$ cat config.mk
export PLATFORM = sky130hd
export DESIGN_NAME = sed_supply_enable_dvm
export DESIGN_NICKNAME = d
export VERILOG_FILES = /design/src/sed_pkg.sv /design/src/sed_supply_enable_dvm.sv
export SDC_FILE = /design/constraint.sdc
export NUM_CORES = 1
export LEC_CHECK = 0
export ABC_AREA = 0
export BUFFER_PORTS_ARGS = -buffer_cell sky130_fd_sc_hd__clkbuf_2
export CAP_MARGIN = 25
export CORE_UTILIZATION = 45
export CTS_CLUSTER_SIZE = 12
export DETAILED_ROUTE_END_ITERATION = 7
export PLACE_DENSITY = 0.66
export SETUP_SLACK_MARGIN = 0.3
export SYNTH_ARGS = -nofsm -noshare
export SYNTH_HDL_FRONTEND = slang
export SYNTH_SLANG_ARGS = --single-unit
$ cat constraint.sdc
create_clock -name clock_in -period 5.1 [get_ports clock_in]
set_input_delay 0.255 -clock clock_in [delete_from_list [all_inputs] [get_ports clock_in]]
set_output_delay 0.255 -clock clock_in [all_outputs]
set_load 0.1 [all_outputs]
$ cat src/sed_pkg.sv
/*
  Constants for the supply enable and voltage transition register block:
  register offsets, field positions, reset values and deglitch timing.
  Assumes the internal logic clock runs at 50 MHz.
*/
package sed_pkg;

	// ==========================================================
	// Register offsets
	localparam logic [7:0] ADDR_ENA        = 8'h10;
	localparam logic [7:0] ADDR_ENB        = 8'h11;
	localparam logic [7:0] ADDR_ENC        = 8'h12;
	localparam logic [7:0] ADDR_END        = 8'h13;
	localparam logic [7:0] ADDR_MODE       = 8'h14;
	localparam logic [7:0] ADDR_VCTL_ONE   = 8'h20;
	localparam logic [7:0] ADDR_VCTL_TWO   = 8'h21;
	localparam logic [7:0] ADDR_VSET_BASE  = 8'h30;
	localparam int         NUM_VSET        = 10;
	localparam int         NUM_DVM         = 5;
	localparam int         NUM_SUPPLY      = 13;

	// ==========================================================
	// Field positions and masks
	localparam logic [7:0] LOW_NIBBLE_MASK = 8'h0F;
	localparam int         MODE_LR9        = 7;
	localparam int         MODE_LR5        = 6;
	localparam int         MODE_SYSIN      = 5;
	localparam int         MODE_HOT_RESET_DEGLITCH_SELECT     = 4;
	localparam int         MODE_SLEEP      = 3;
	localparam int         MODE_NORMAL     = 2;
	localparam int         MODE_EXIT       = 1;
	localparam int         MODE_SOFTRST    = 0;
	localparam logic [7:0] MODE_STORE_MASK = 8'hF2;
	localparam logic [7:0] VCTL_ONE_GO     = 8'h55;
	localparam logic [7:0] VCTL_TWO_GO     = 8'h55;

	// ==========================================================
	// Reset values
	localparam logic [7:0] RST_BYTE        = 8'h00;

	// ==========================================================
	// Timing
	localparam int CLK_PERIOD_NS      = 20;
	localparam int DEGLITCH_SHORT_NS  = 5000;
	localparam int DEGLITCH_SHORT_CYC = (DEGLITCH_SHORT_NS + CLK_PERIOD_NS - 1) / CLK_PERIOD_NS;
	localparam int DEGLITCH_LONG_MS   = 5;
	localparam int DEGLITCH_LONG_CYC  = (DEGLITCH_LONG_MS * 1000000) / CLK_PERIOD_NS;

	typedef enum logic [1:0] {
		DG_IDLE  = 2'b00,
		DG_COUNT = 2'b01,
		DG_FIRED = 2'b10
	} sed_dg_state_t;

endpackage

$ cat src/sed_supply_enable_dvm.sv
/*
  Supply enable, system mode and voltage transition register logic.
  Assumes the serial register engine presents single-cycle read and write
  strobes on the logic clock, and that the slew logic and factory
  configuration are on the same clock.
*/
`timescale 1ns/1ps

module sed_supply_enable_dvm #(
	parameter int DEGLITCH_LONG_CYCLES = sed_pkg::DEGLITCH_LONG_CYC
) (
	// Clock and reset
	input  wire logic        clock_in,
	input  wire logic        rst_in,
	// Register port from the serial engine
	input  wire logic        wr_en_in,
	input  wire logic        rd_en_in,
	input  wire logic [7:0]  addr_in,
	input  wire logic [7:0]  wr_data_in,
	output logic      [7:0]  rd_data_out,
	// Factory enable defaults, one byte per enable register
	input  wire logic [39:0] factory_enable_in,
	// Pins
	input  wire logic        buck_a_pin_on_in,
	input  wire logic        buck_b_pin_on_in,
	input  wire logic        linreg_four_pin_on_in,
	input  wire logic        sys_input_low_in,
	input  wire logic        hot_reset_in,
	// Slew logic
	input  wire logic [4:0]  ramp_done_in,
	output logic [4:0]       ramp_start_out,
	output logic [4:0]       ramp_active_out,
	output logic [39:0]      target_code_out,
	// Supplies and sequencer
	output logic [12:0]      supply_on_out,
	output logic             sleep_req_out,
	output logic             normal_req_out,
	output logic             reboot_req_out,
	output logic             sleep_request_exit_out,
	output logic             hot_reset_out
);

	// ==========================================================
	// Registers
	logic [7:0] ena_q, enb_q, enc_q, end_q, mode_q, vctl1_q, vctl2_q;
	logic [7:0] ena_d, enb_d, enc_d, end_d, mode_d, vctl1_d, vctl2_d;
	logic [7:0] vset_q [sed_pkg::NUM_VSET];
	logic       load_q;
	logic [1:0] pin_a_s, pin_b_s, pin_4_s, low_s, hot_s;
	logic       low_prev_q;

	// ==========================================================
	// Address decode
	wire wr_ena   = wr_en_in && (addr_in == sed_pkg::ADDR_ENA);
	wire wr_enb   = wr_en_in && (addr_in == sed_pkg::ADDR_ENB);
	wire wr_enc   = wr_en_in && (addr_in == sed_pkg::ADDR_ENC);
	wire wr_end   = wr_en_in && (addr_in == sed_pkg::ADDR_END);
	wire wr_mode  = wr_en_in && (addr_in == sed_pkg::ADDR_MODE);
	wire wr_vctl1 = wr_en_in && (addr_in == sed_pkg::ADDR_VCTL_ONE);
	wire wr_vctl2 = wr_en_in && (addr_in == sed_pkg::ADDR_VCTL_TWO);
	wire [7:0] vset_idx = addr_in - sed_pkg::ADDR_VSET_BASE;
	wire in_vset = (addr_in >= sed_pkg::ADDR_VSET_BASE) &&
		(vset_idx < 8'(sed_pkg::NUM_VSET));

	// ==========================================================
	// Enable registers
	assign ena_d = wr_ena ? (wr_data_in & sed_pkg::LOW_NIBBLE_MASK) : ena_q;
	assign enb_d = wr_enb ? (wr_data_in & sed_pkg::LOW_NIBBLE_MASK) : enb_q;
	assign enc_d = wr_enc ? wr_data_in : enc_q;
	assign end_d = wr_end ? wr_data_in : end_q;
	// The sleep, normal and soft reset action bits are pulses and never stored, so they read as zero.
	assign mode_d = wr_mode ? (wr_data_in & sed_pkg::MODE_STORE_MASK) : mode_q;

	wire [39:0] fac = factory_enable_in;

	always_ff @(posedge clock_in) begin
		if (rst_in) begin
			load_q <= 1'b1;
			ena_q  <= sed_pkg::RST_BYTE;
			enb_q  <= sed_pkg::RST_BYTE;
			enc_q  <= sed_pkg::RST_BYTE;
			end_q  <= sed_pkg::RST_BYTE;
			mode_q <= sed_pkg::RST_BYTE;
		end else if (load_q) begin
			// Defaults are caught one cycle after release, never under reset.
			load_q <= 1'b0;
			ena_q  <= fac[7:0] & sed_pkg::LOW_NIBBLE_MASK;
			enb_q  <= fac[15:8] & sed_pkg::LOW_NIBBLE_MASK;
			enc_q  <= fac[23:16];
			end_q  <= fac[31:24];
			mode_q <= {fac[39:38], 6'h00};
		end else begin
			ena_q  <= ena_d;
			enb_q  <= enb_d;
			enc_q  <= enc_d;
			end_q  <= end_d;
			mode_q <= mode_d;
		end
	end

	// ==========================================================
	// Pin synchronisers
	always_ff @(posedge clock_in) begin
		if (rst_in) begin
			pin_a_s <= 2'h0;
			pin_b_s <= 2'h0;
			pin_4_s <= 2'h0;
			low_s   <= 2'h0;
			hot_s   <= 2'h0;
		end else begin
			pin_a_s <= {pin_a_s[0], buck_a_pin_on_in};
			pin_b_s <= {pin_b_s[0], buck_b_pin_on_in};
			pin_4_s <= {pin_4_s[0], linreg_four_pin_on_in};
			low_s   <= {low_s[0], sys_input_low_in};
			hot_s   <= {hot_s[0], hot_reset_in};
		end
	end

	// ==========================================================
	// Supply on/off: 0 buck_a, 1 buck_b, 2 buck_c, 3..12 linreg 0..9
	logic [12:0] on_d;
	assign on_d[0]  = ena_d[1] | enb_d[1] | pin_a_s[1];
	assign on_d[1]  = ena_d[0] | enb_d[0] | pin_b_s[1];
	assign on_d[2]  = enc_d[7] | end_d[7];
	assign on_d[3]  = enc_d[0] | end_d[0];
	assign on_d[4]  = enc_d[1] | end_d[1];
	assign on_d[5]  = |{ena_d[3:2], enb_d[3:2]};
	assign on_d[6]  = enc_d[2] | end_d[2];
	assign on_d[7]  = enc_d[3] | end_d[3] | pin_4_s[1];
	assign on_d[8]  = mode_d[sed_pkg::MODE_LR5];
	assign on_d[9]  = enc_d[4] | end_d[4];
	assign on_d[10] = enc_d[5] | end_d[5];
	assign on_d[11] = enc_d[6] | end_d[6];
	assign on_d[12] = mode_d[sed_pkg::MODE_LR9];

	always_ff @(posedge clock_in) begin
		if (rst_in || load_q) begin
			supply_on_out <= 13'h0000;
		end else begin
			supply_on_out <= on_d;
		end
	end

	// ==========================================================
	// System mode requests
	wire low_rise = low_s[1] & ~low_prev_q;
	wire mode_one = wr_mode & wr_data_in[sed_pkg::MODE_SLEEP];

	always_ff @(posedge clock_in) begin
		if (rst_in) begin
			low_prev_q             <= 1'b0;
			sleep_req_out          <= 1'b0;
			normal_req_out         <= 1'b0;
			reboot_req_out         <= 1'b0;
			sleep_request_exit_out <= 1'b0;
		end else begin
			low_prev_q     <= low_s[1];
			sleep_req_out  <= mode_one | (low_rise & mode_q[sed_pkg::MODE_SYSIN]);
			normal_req_out <= wr_mode & wr_data_in[sed_pkg::MODE_NORMAL];
			reboot_req_out <= wr_mode & wr_data_in[sed_pkg::MODE_SOFTRST];
			sleep_request_exit_out <= mode_d[sed_pkg::MODE_EXIT];
		end
	end

	// ==========================================================
	// Hot reset deglitch
	// The short setting waits the minimum time; the maximum is then met
	// with margin at this clock rate.
	sed_pkg::sed_dg_state_t dg_q, dg_d;
	logic [31:0] dg_cnt_q;
	wire  [31:0] dg_limit = mode_q[sed_pkg::MODE_HOT_RESET_DEGLITCH_SELECT] ?
		32'(DEGLITCH_LONG_CYCLES) : 32'(sed_pkg::DEGLITCH_SHORT_CYC);

	always_comb begin
		dg_d = dg_q;
		case (dg_q)
			sed_pkg::DG_IDLE: begin
				if (hot_s[1]) dg_d = sed_pkg::DG_COUNT;
			end
			sed_pkg::DG_COUNT: begin
				if (!hot_s[1]) dg_d = sed_pkg::DG_IDLE;
				else if (dg_cnt_q >= dg_limit - 32'h1) dg_d = sed_pkg::DG_FIRED;
			end
			sed_pkg::DG_FIRED: begin
				if (!hot_s[1]) dg_d = sed_pkg::DG_IDLE;
			end
			default: dg_d = sed_pkg::DG_IDLE;
		endcase
	end

	always_ff @(posedge clock_in) begin
		if (rst_in) begin
			dg_q          <= sed_pkg::DG_IDLE;
			dg_cnt_q      <= 32'h0;
			hot_reset_out <= 1'b0;
		end else begin
			dg_q          <= dg_d;
			dg_cnt_q      <= (dg_q == sed_pkg::DG_COUNT) ? dg_cnt_q + 32'h1 : 32'h0;
			hot_reset_out <= (dg_q == sed_pkg::DG_COUNT) && (dg_d == sed_pkg::DG_FIRED);
		end
	end

	// ==========================================================
	// Voltage control: 0 buck_a, 1 buck_b, 2 linreg two A, 3 linreg two B, 4 linreg four
	// Start bits are write-one-to-set; a write in the cycle of completion wins.
	wire [7:0] done1 = {1'b0, ramp_done_in[4], 1'b0, ramp_done_in[2],
		1'b0, ramp_done_in[0], 1'b0, ramp_done_in[1]};
	wire [7:0] done2 = {1'b0, ramp_done_in[3], 1'b0, ramp_done_in[2],
		1'b0, ramp_done_in[0], 1'b0, ramp_done_in[1]};
	wire [7:0] set1 = wr_vctl1 ? (wr_data_in & sed_pkg::VCTL_ONE_GO) : 8'h00;
	wire [7:0] set2 = wr_vctl2 ? (wr_data_in & sed_pkg::VCTL_TWO_GO) : 8'h00;
	wire [7:0] sel1 = wr_vctl1 ? (wr_data_in & ~sed_pkg::VCTL_ONE_GO) : (vctl1_q & ~sed_pkg::VCTL_ONE_GO);
	wire [7:0] sel2 = wr_vctl2 ? (wr_data_in & ~sed_pkg::VCTL_TWO_GO) : (vctl2_q & ~sed_pkg::VCTL_TWO_GO);
	assign vctl1_d = sel1 | set1 | (vctl1_q & sed_pkg::VCTL_ONE_GO & ~done1);
	assign vctl2_d = sel2 | set2 | (vctl2_q & sed_pkg::VCTL_TWO_GO & ~done2);

	wire [4:0] start = {set1[6], set2[6], set1[4] | set2[4], set1[0] | set2[0],
		set1[2] | set2[2]};
	wire [4:0] sel = {vctl1_d[7], vctl2_d[7], vctl2_d[5], vctl1_d[1] | vctl2_d[1],
		vctl1_d[3] | vctl2_d[3]};

	always_ff @(posedge clock_in) begin
		if (rst_in) begin
			vctl1_q         <= sed_pkg::RST_BYTE;
			vctl2_q         <= sed_pkg::RST_BYTE;
			ramp_start_out  <= 5'h00;
			ramp_active_out <= 5'h00;
		end else begin
			vctl1_q         <= vctl1_d;
			vctl2_q         <= vctl2_d;
			ramp_start_out  <= start;
			ramp_active_out <= {vctl1_d[6], vctl2_d[6], vctl1_d[4] | vctl2_d[4],
				vctl1_d[0] | vctl2_d[0], vctl1_d[2] | vctl2_d[2]};
		end
	end

	// Setting codes are plain storage; the slew logic sees a code only at start.
	genvar g;
	generate
		for (g = 0; g < sed_pkg::NUM_DVM; g++) begin : g_dvm
			always_ff @(posedge clock_in) begin
				if (rst_in) begin
					vset_q[2*g]     <= sed_pkg::RST_BYTE;
					vset_q[2*g+1]   <= sed_pkg::RST_BYTE;
					target_code_out[8*g +: 8] <= sed_pkg::RST_BYTE;
				end else begin
					if (wr_en_in && in_vset && vset_idx == 8'(2*g)) vset_q[2*g] <= wr_data_in;
					if (wr_en_in && in_vset && vset_idx == 8'(2*g+1)) vset_q[2*g+1] <= wr_data_in;
					if (start[g]) target_code_out[8*g +: 8] <= sel[g] ? vset_q[2*g+1] : vset_q[2*g];
				end
			end
		end
	endgenerate

	// ==========================================================
	// Read back
	logic [7:0] rd_mux;
	always_comb begin
		rd_mux = 8'h00;
		case (addr_in)
			sed_pkg::ADDR_ENA:      rd_mux = ena_q;
			sed_pkg::ADDR_ENB:      rd_mux = enb_q;
			sed_pkg::ADDR_ENC:      rd_mux = enc_q;
			sed_pkg::ADDR_END:      rd_mux = end_q;
			sed_pkg::ADDR_MODE:     rd_mux = mode_q;
			sed_pkg::ADDR_VCTL_ONE: rd_mux = vctl1_q;
			sed_pkg::ADDR_VCTL_TWO: rd_mux = vctl2_q;
			default:                rd_mux = in_vset ? vset_q[vset_idx[3:0]] : 8'h00;
		endcase
	end

	always_ff @(posedge clock_in) begin
		if (rst_in) begin
			rd_data_out <= 8'h00;
		end else if (rd_en_in) begin
			rd_data_out <= rd_mux;
		end
	end

endmodule // sed_supply_enable_dvm

==> results.py <==
metrics = {
    "outcome": {
        "run_status": "finished clean",
    },
    "worst_setup_path": {
        "cp_num_buf_inv": 1,
        "timing.critical_path.slowest_stage_cell": "sky130_fd_sc_hd__nor4_4",
        "worstRegToRegCells": 6,
        "cp.depth": 6,
        "max_stage_delay_ns": 0.77,
        "worst_setup_path_start_kind": "primary input",
        "timing_worst_setup_path_type": "in2reg",
        "critical-path-top-delay-family": "simple AND/OR/NAND/NOR gates",
        "critical_path.endpoint_type": "register",
        "reg2reg_setup_slack_ns": 2.90,
        "crit_path_max_fanout": 16,
        "arrival_ns": 3.08,
        "critical_path.cell_chain": "clkbuf_2 -> nand2b_1 -> nor4_4 -> mux2i_2 -> mux2i_1 -> a211oi_1",
        "crit_path_required_time_ns": 5.47,
    },
    "clock_tree": {
        "post_cts_resized": 0,
        "cts-root-buf": "sky130_fd_sc_hd__clkbuf_16",
        "postCtsHoldBufs": 19,
        "clk_path_buf_depth": 3,
        "cts.repair_timing.setup_buffer_count": 0,
        "cts_tree": "built",
        "ctsHtreeMaxLevel": 1,
        "clock_sinks": 245,
        "clkLatencyLatePin_ns": 0.52,
        "path_clk_slew_ns": 0.06,
        "cts_buf_count": 27,
    },
    "route": {
        "detail_route.wl_per_cell_um": 19.3,
        "postRouteWirelength_um": 31200,
        "route.detailed.drc": 0,
        "avgViaCountPerCell": 5.71,
        "drtIter0Drc": 728,
        "vias": 9208,
        "iteration_count_of_the_initial_detailed_routing_pass": 5,
        "detail-route-antenna-nets": 0,
    },
    "floorplan": {
        "rows": 58,
        "initial_utilization_pct": 45.8,
        "ioPinCount": 146,
        "die-area_mm2": 0.0262,
        "core_region_area_mm2": 0.0251,
        "chipHeight_um": 162,
        "die_width_um": 162,
    },
    "power_and_ir_drop": {
        "clock_power_share_pct": 42.2,
        "vdd_ir_drop_max_uv": 204,
        "power.net_switching_uw": 1050,
        "cellInternalPower_uw": 3220,
        "power-per-cell-area_mw_per_mm2": 320,
        "seq_power_share_pct": 49.6,
        "total_leakage_power_uw": 0.00522,
        "netSwitchingFraction_pct": 24.6,
        "power_frac_comb_pct": 8.2,
    },
    "synth": {
        "yosys_register_bits": 245,
        "synth.net_count": 1230,
        "yosys_most_used_dff": "sky130_fd_sc_hd__dfxtp_1",
        "synth_sequential_area_ratio_pct": 49.6,
        "synthDistinctLibCells": 72,
        "post_synth_inst_count": 1149,
        "number_of_synthesized_flops_with_an_enable_pin": 80,
        "synth.cell_area_mm2": 0.0115,
        "synthesis.area_per_instance_um2": 10.0,
        "fraction_of_registers_with_async_set_reset_pct": 0,
        "yosysWarningCount": 0,
    },
    "place": {
        "routabilityCongestion": 0.900,
        "dp_hpwl_um": 21900,
        "placement.io_buffers": 131,
    },
    "min_path": {
        "min_path_type": "in2reg",
        "hold_path_cells": 3,
    },
    "run": {
        "drv_cap": 0,
    },
    "sta": {
        "setup_repair_after_global_routing_missed_its_margin": "no",
        "slew_headroom_pct": 26.3,
        "hold_ws_ns": 0.0196,
        "final_max_slew_viol_count": 0,
        "layout_min_cycle_time_ns": 2.71,
        "layout_worst_path_cycle_share_pct": 53.2,
        "hold_viol": 0,
        "finClkSkew_ns": 0.00929,
        "worst_margin_slew_ns": 1.10,
        "tns_ns": 0,
        "report.final.setup_viol": 0,
        "maxClockFrequency_mhz": 369,
    },
    "global_route": {
        "grt_use_total_pct": 23.5,
        "globalRoute.totalOverflow": 0,
        "grt_antenna_before_repair": 2,
        "grt_pass1_wl_um": 48000,
        "first_global_vias": 8625,
        "maximum_number_of_pins_on_one_net_before_global_route_repair": 81,
    },
    "finish": {
        "utilization_pct": 53.0,
        "area_delta_synth_final_pct": 15.9,
        "drive_gt1_share_pct": 17.1,
        "nNetsFinal": 1342,
    },
}
Yosys cell counts (18+ instances only):
| master | instances | area [um2] |
|---|---|---|
| sky130_fd_sc_hd__a211oi_1 | 44 | 330 |
| sky130_fd_sc_hd__nor3b_1 | 18 | 135 |
| sky130_fd_sc_hd__clkbuf_1 | 59 | 221 |
| sky130_fd_sc_hd__nand3_1 | 34 | 170 |
| sky130_fd_sc_hd__dfxtp_1 | 165 | 3300 |
| sky130_fd_sc_hd__nand2_1 | 79 | 297 |
| sky130_fd_sc_hd__o21ai_0 | 21 | 105 |
| sky130_fd_sc_hd__a21oi_1 | 62 | 310 |
| sky130_fd_sc_hd__and2_1 | 72 | 450 |
| sky130_fd_sc_hd__nor4_1 | 23 | 144 |
| sky130_fd_sc_hd__nor2_1 | 113 | 424 |
| sky130_fd_sc_hd__nor2b_1 | 20 | 125 |
| sky130_fd_sc_hd__mux2i_1 | 92 | 921 |
| sky130_fd_sc_hd__edfxtp_1 | 80 | 2400 |
cell type report:
type	count	area (um2)
fill	2308	11800
sequential	245	5710
multi-input combinational	803	5360
timing repair buffer	166	961
clock buffer	41	768
tap	330	413
inverter	18	67.6
clock inverter	8	41.3
antenna	1	2.50
per-stage QoR:
step                std cells  power, uW  setup WS, ns  instance area, um2
floorplan                1149       2380          2.61               11500
detailed placement       1542       2490          1.90               12300
global placement         1540       2490          1.88               12300
finish                   1612       4260          2.39               13300
CTS                      1610       4290          2.44               13300
global route             1612       4410          2.30               13300
flip-flops by register name (all words and copies together), names as in the netlist, 5 cells and up, named ones only:
name             cells
vset_q              80
target_code_out     40
dg_cnt_q            32
supply_on_out       13
enc_q                8
end_q                8
rd_data_out          8
vctl1_q              7
vctl2_q              7
mode_q               5
ramp_start_out       5
cells by family after synthesis:
group                    Yosys count  share of synthesized area [%]
AO/OA/AOI/OAI                    224                           13.6
XOR/XNOR                          21                           1.60
adder cells (fa/ha/maj)           11                           1.20
buffers and inverters            101                           3.74
flip-flops                       245                           49.6
multiplexers                     105                           9.52
AND/OR/NAND/NOR                  442                           20.7
power groups by stage:
stage / registers, uW / clock network (uW) / logic, uW
floorplan: 2200 / 0 / 176
global placement: 2160 / 0 / 331
detailed placement: 2160 / 0 / 334
CTS: 2120 / 1830 / 347
global route: 2120 / 1920 / 373
finish: 2120 / 1800 / 350
worst reg2reg max path: cells and delay by family, from the launching register on:
family                     cells  cell delay (ns)
xor gates and xnor gates       1             0.16
adders and majority gates      1             0.23
DFF                            1             0.39
and+or+nand+nor                4             1.26
final timing paths:
| kind | start | endpoint |
|---|---|---|
| hold / removal | factory_enable_in[26] | end_q[2] |
| setup reg to reg | dg_cnt_q[0] | dg_cnt_q[28] |
| hold reg to reg | pin_b_s[0] | pin_b_s[1] |
| setup / recovery | addr_in[0] | target_code_out[28] |
layout by cell type (no fill, tap or decap), drive strengths merged, types with 19 or more instances in the layout:
cell type / count
clkbuf: 171
edfxtp: 80
and2: 72
nand3: 35
a211oi: 44
o21ai: 21
a21oi: 62
dlygate4sd3: 19
nand2: 79
dfxtp: 165
mux2i: 95
nor2b: 20
nor2: 116
nor4: 26
layer usage:
layer	up-vias	GRT usage (%)	routed length, um
li1	4468	-	-
met1	4354	31.4	13300
met2	329	38.4	14600
met3	57	4.06	2390
met4	0	8.23	860
met5	-	0	0
Power figures use the tool's default switching activity.
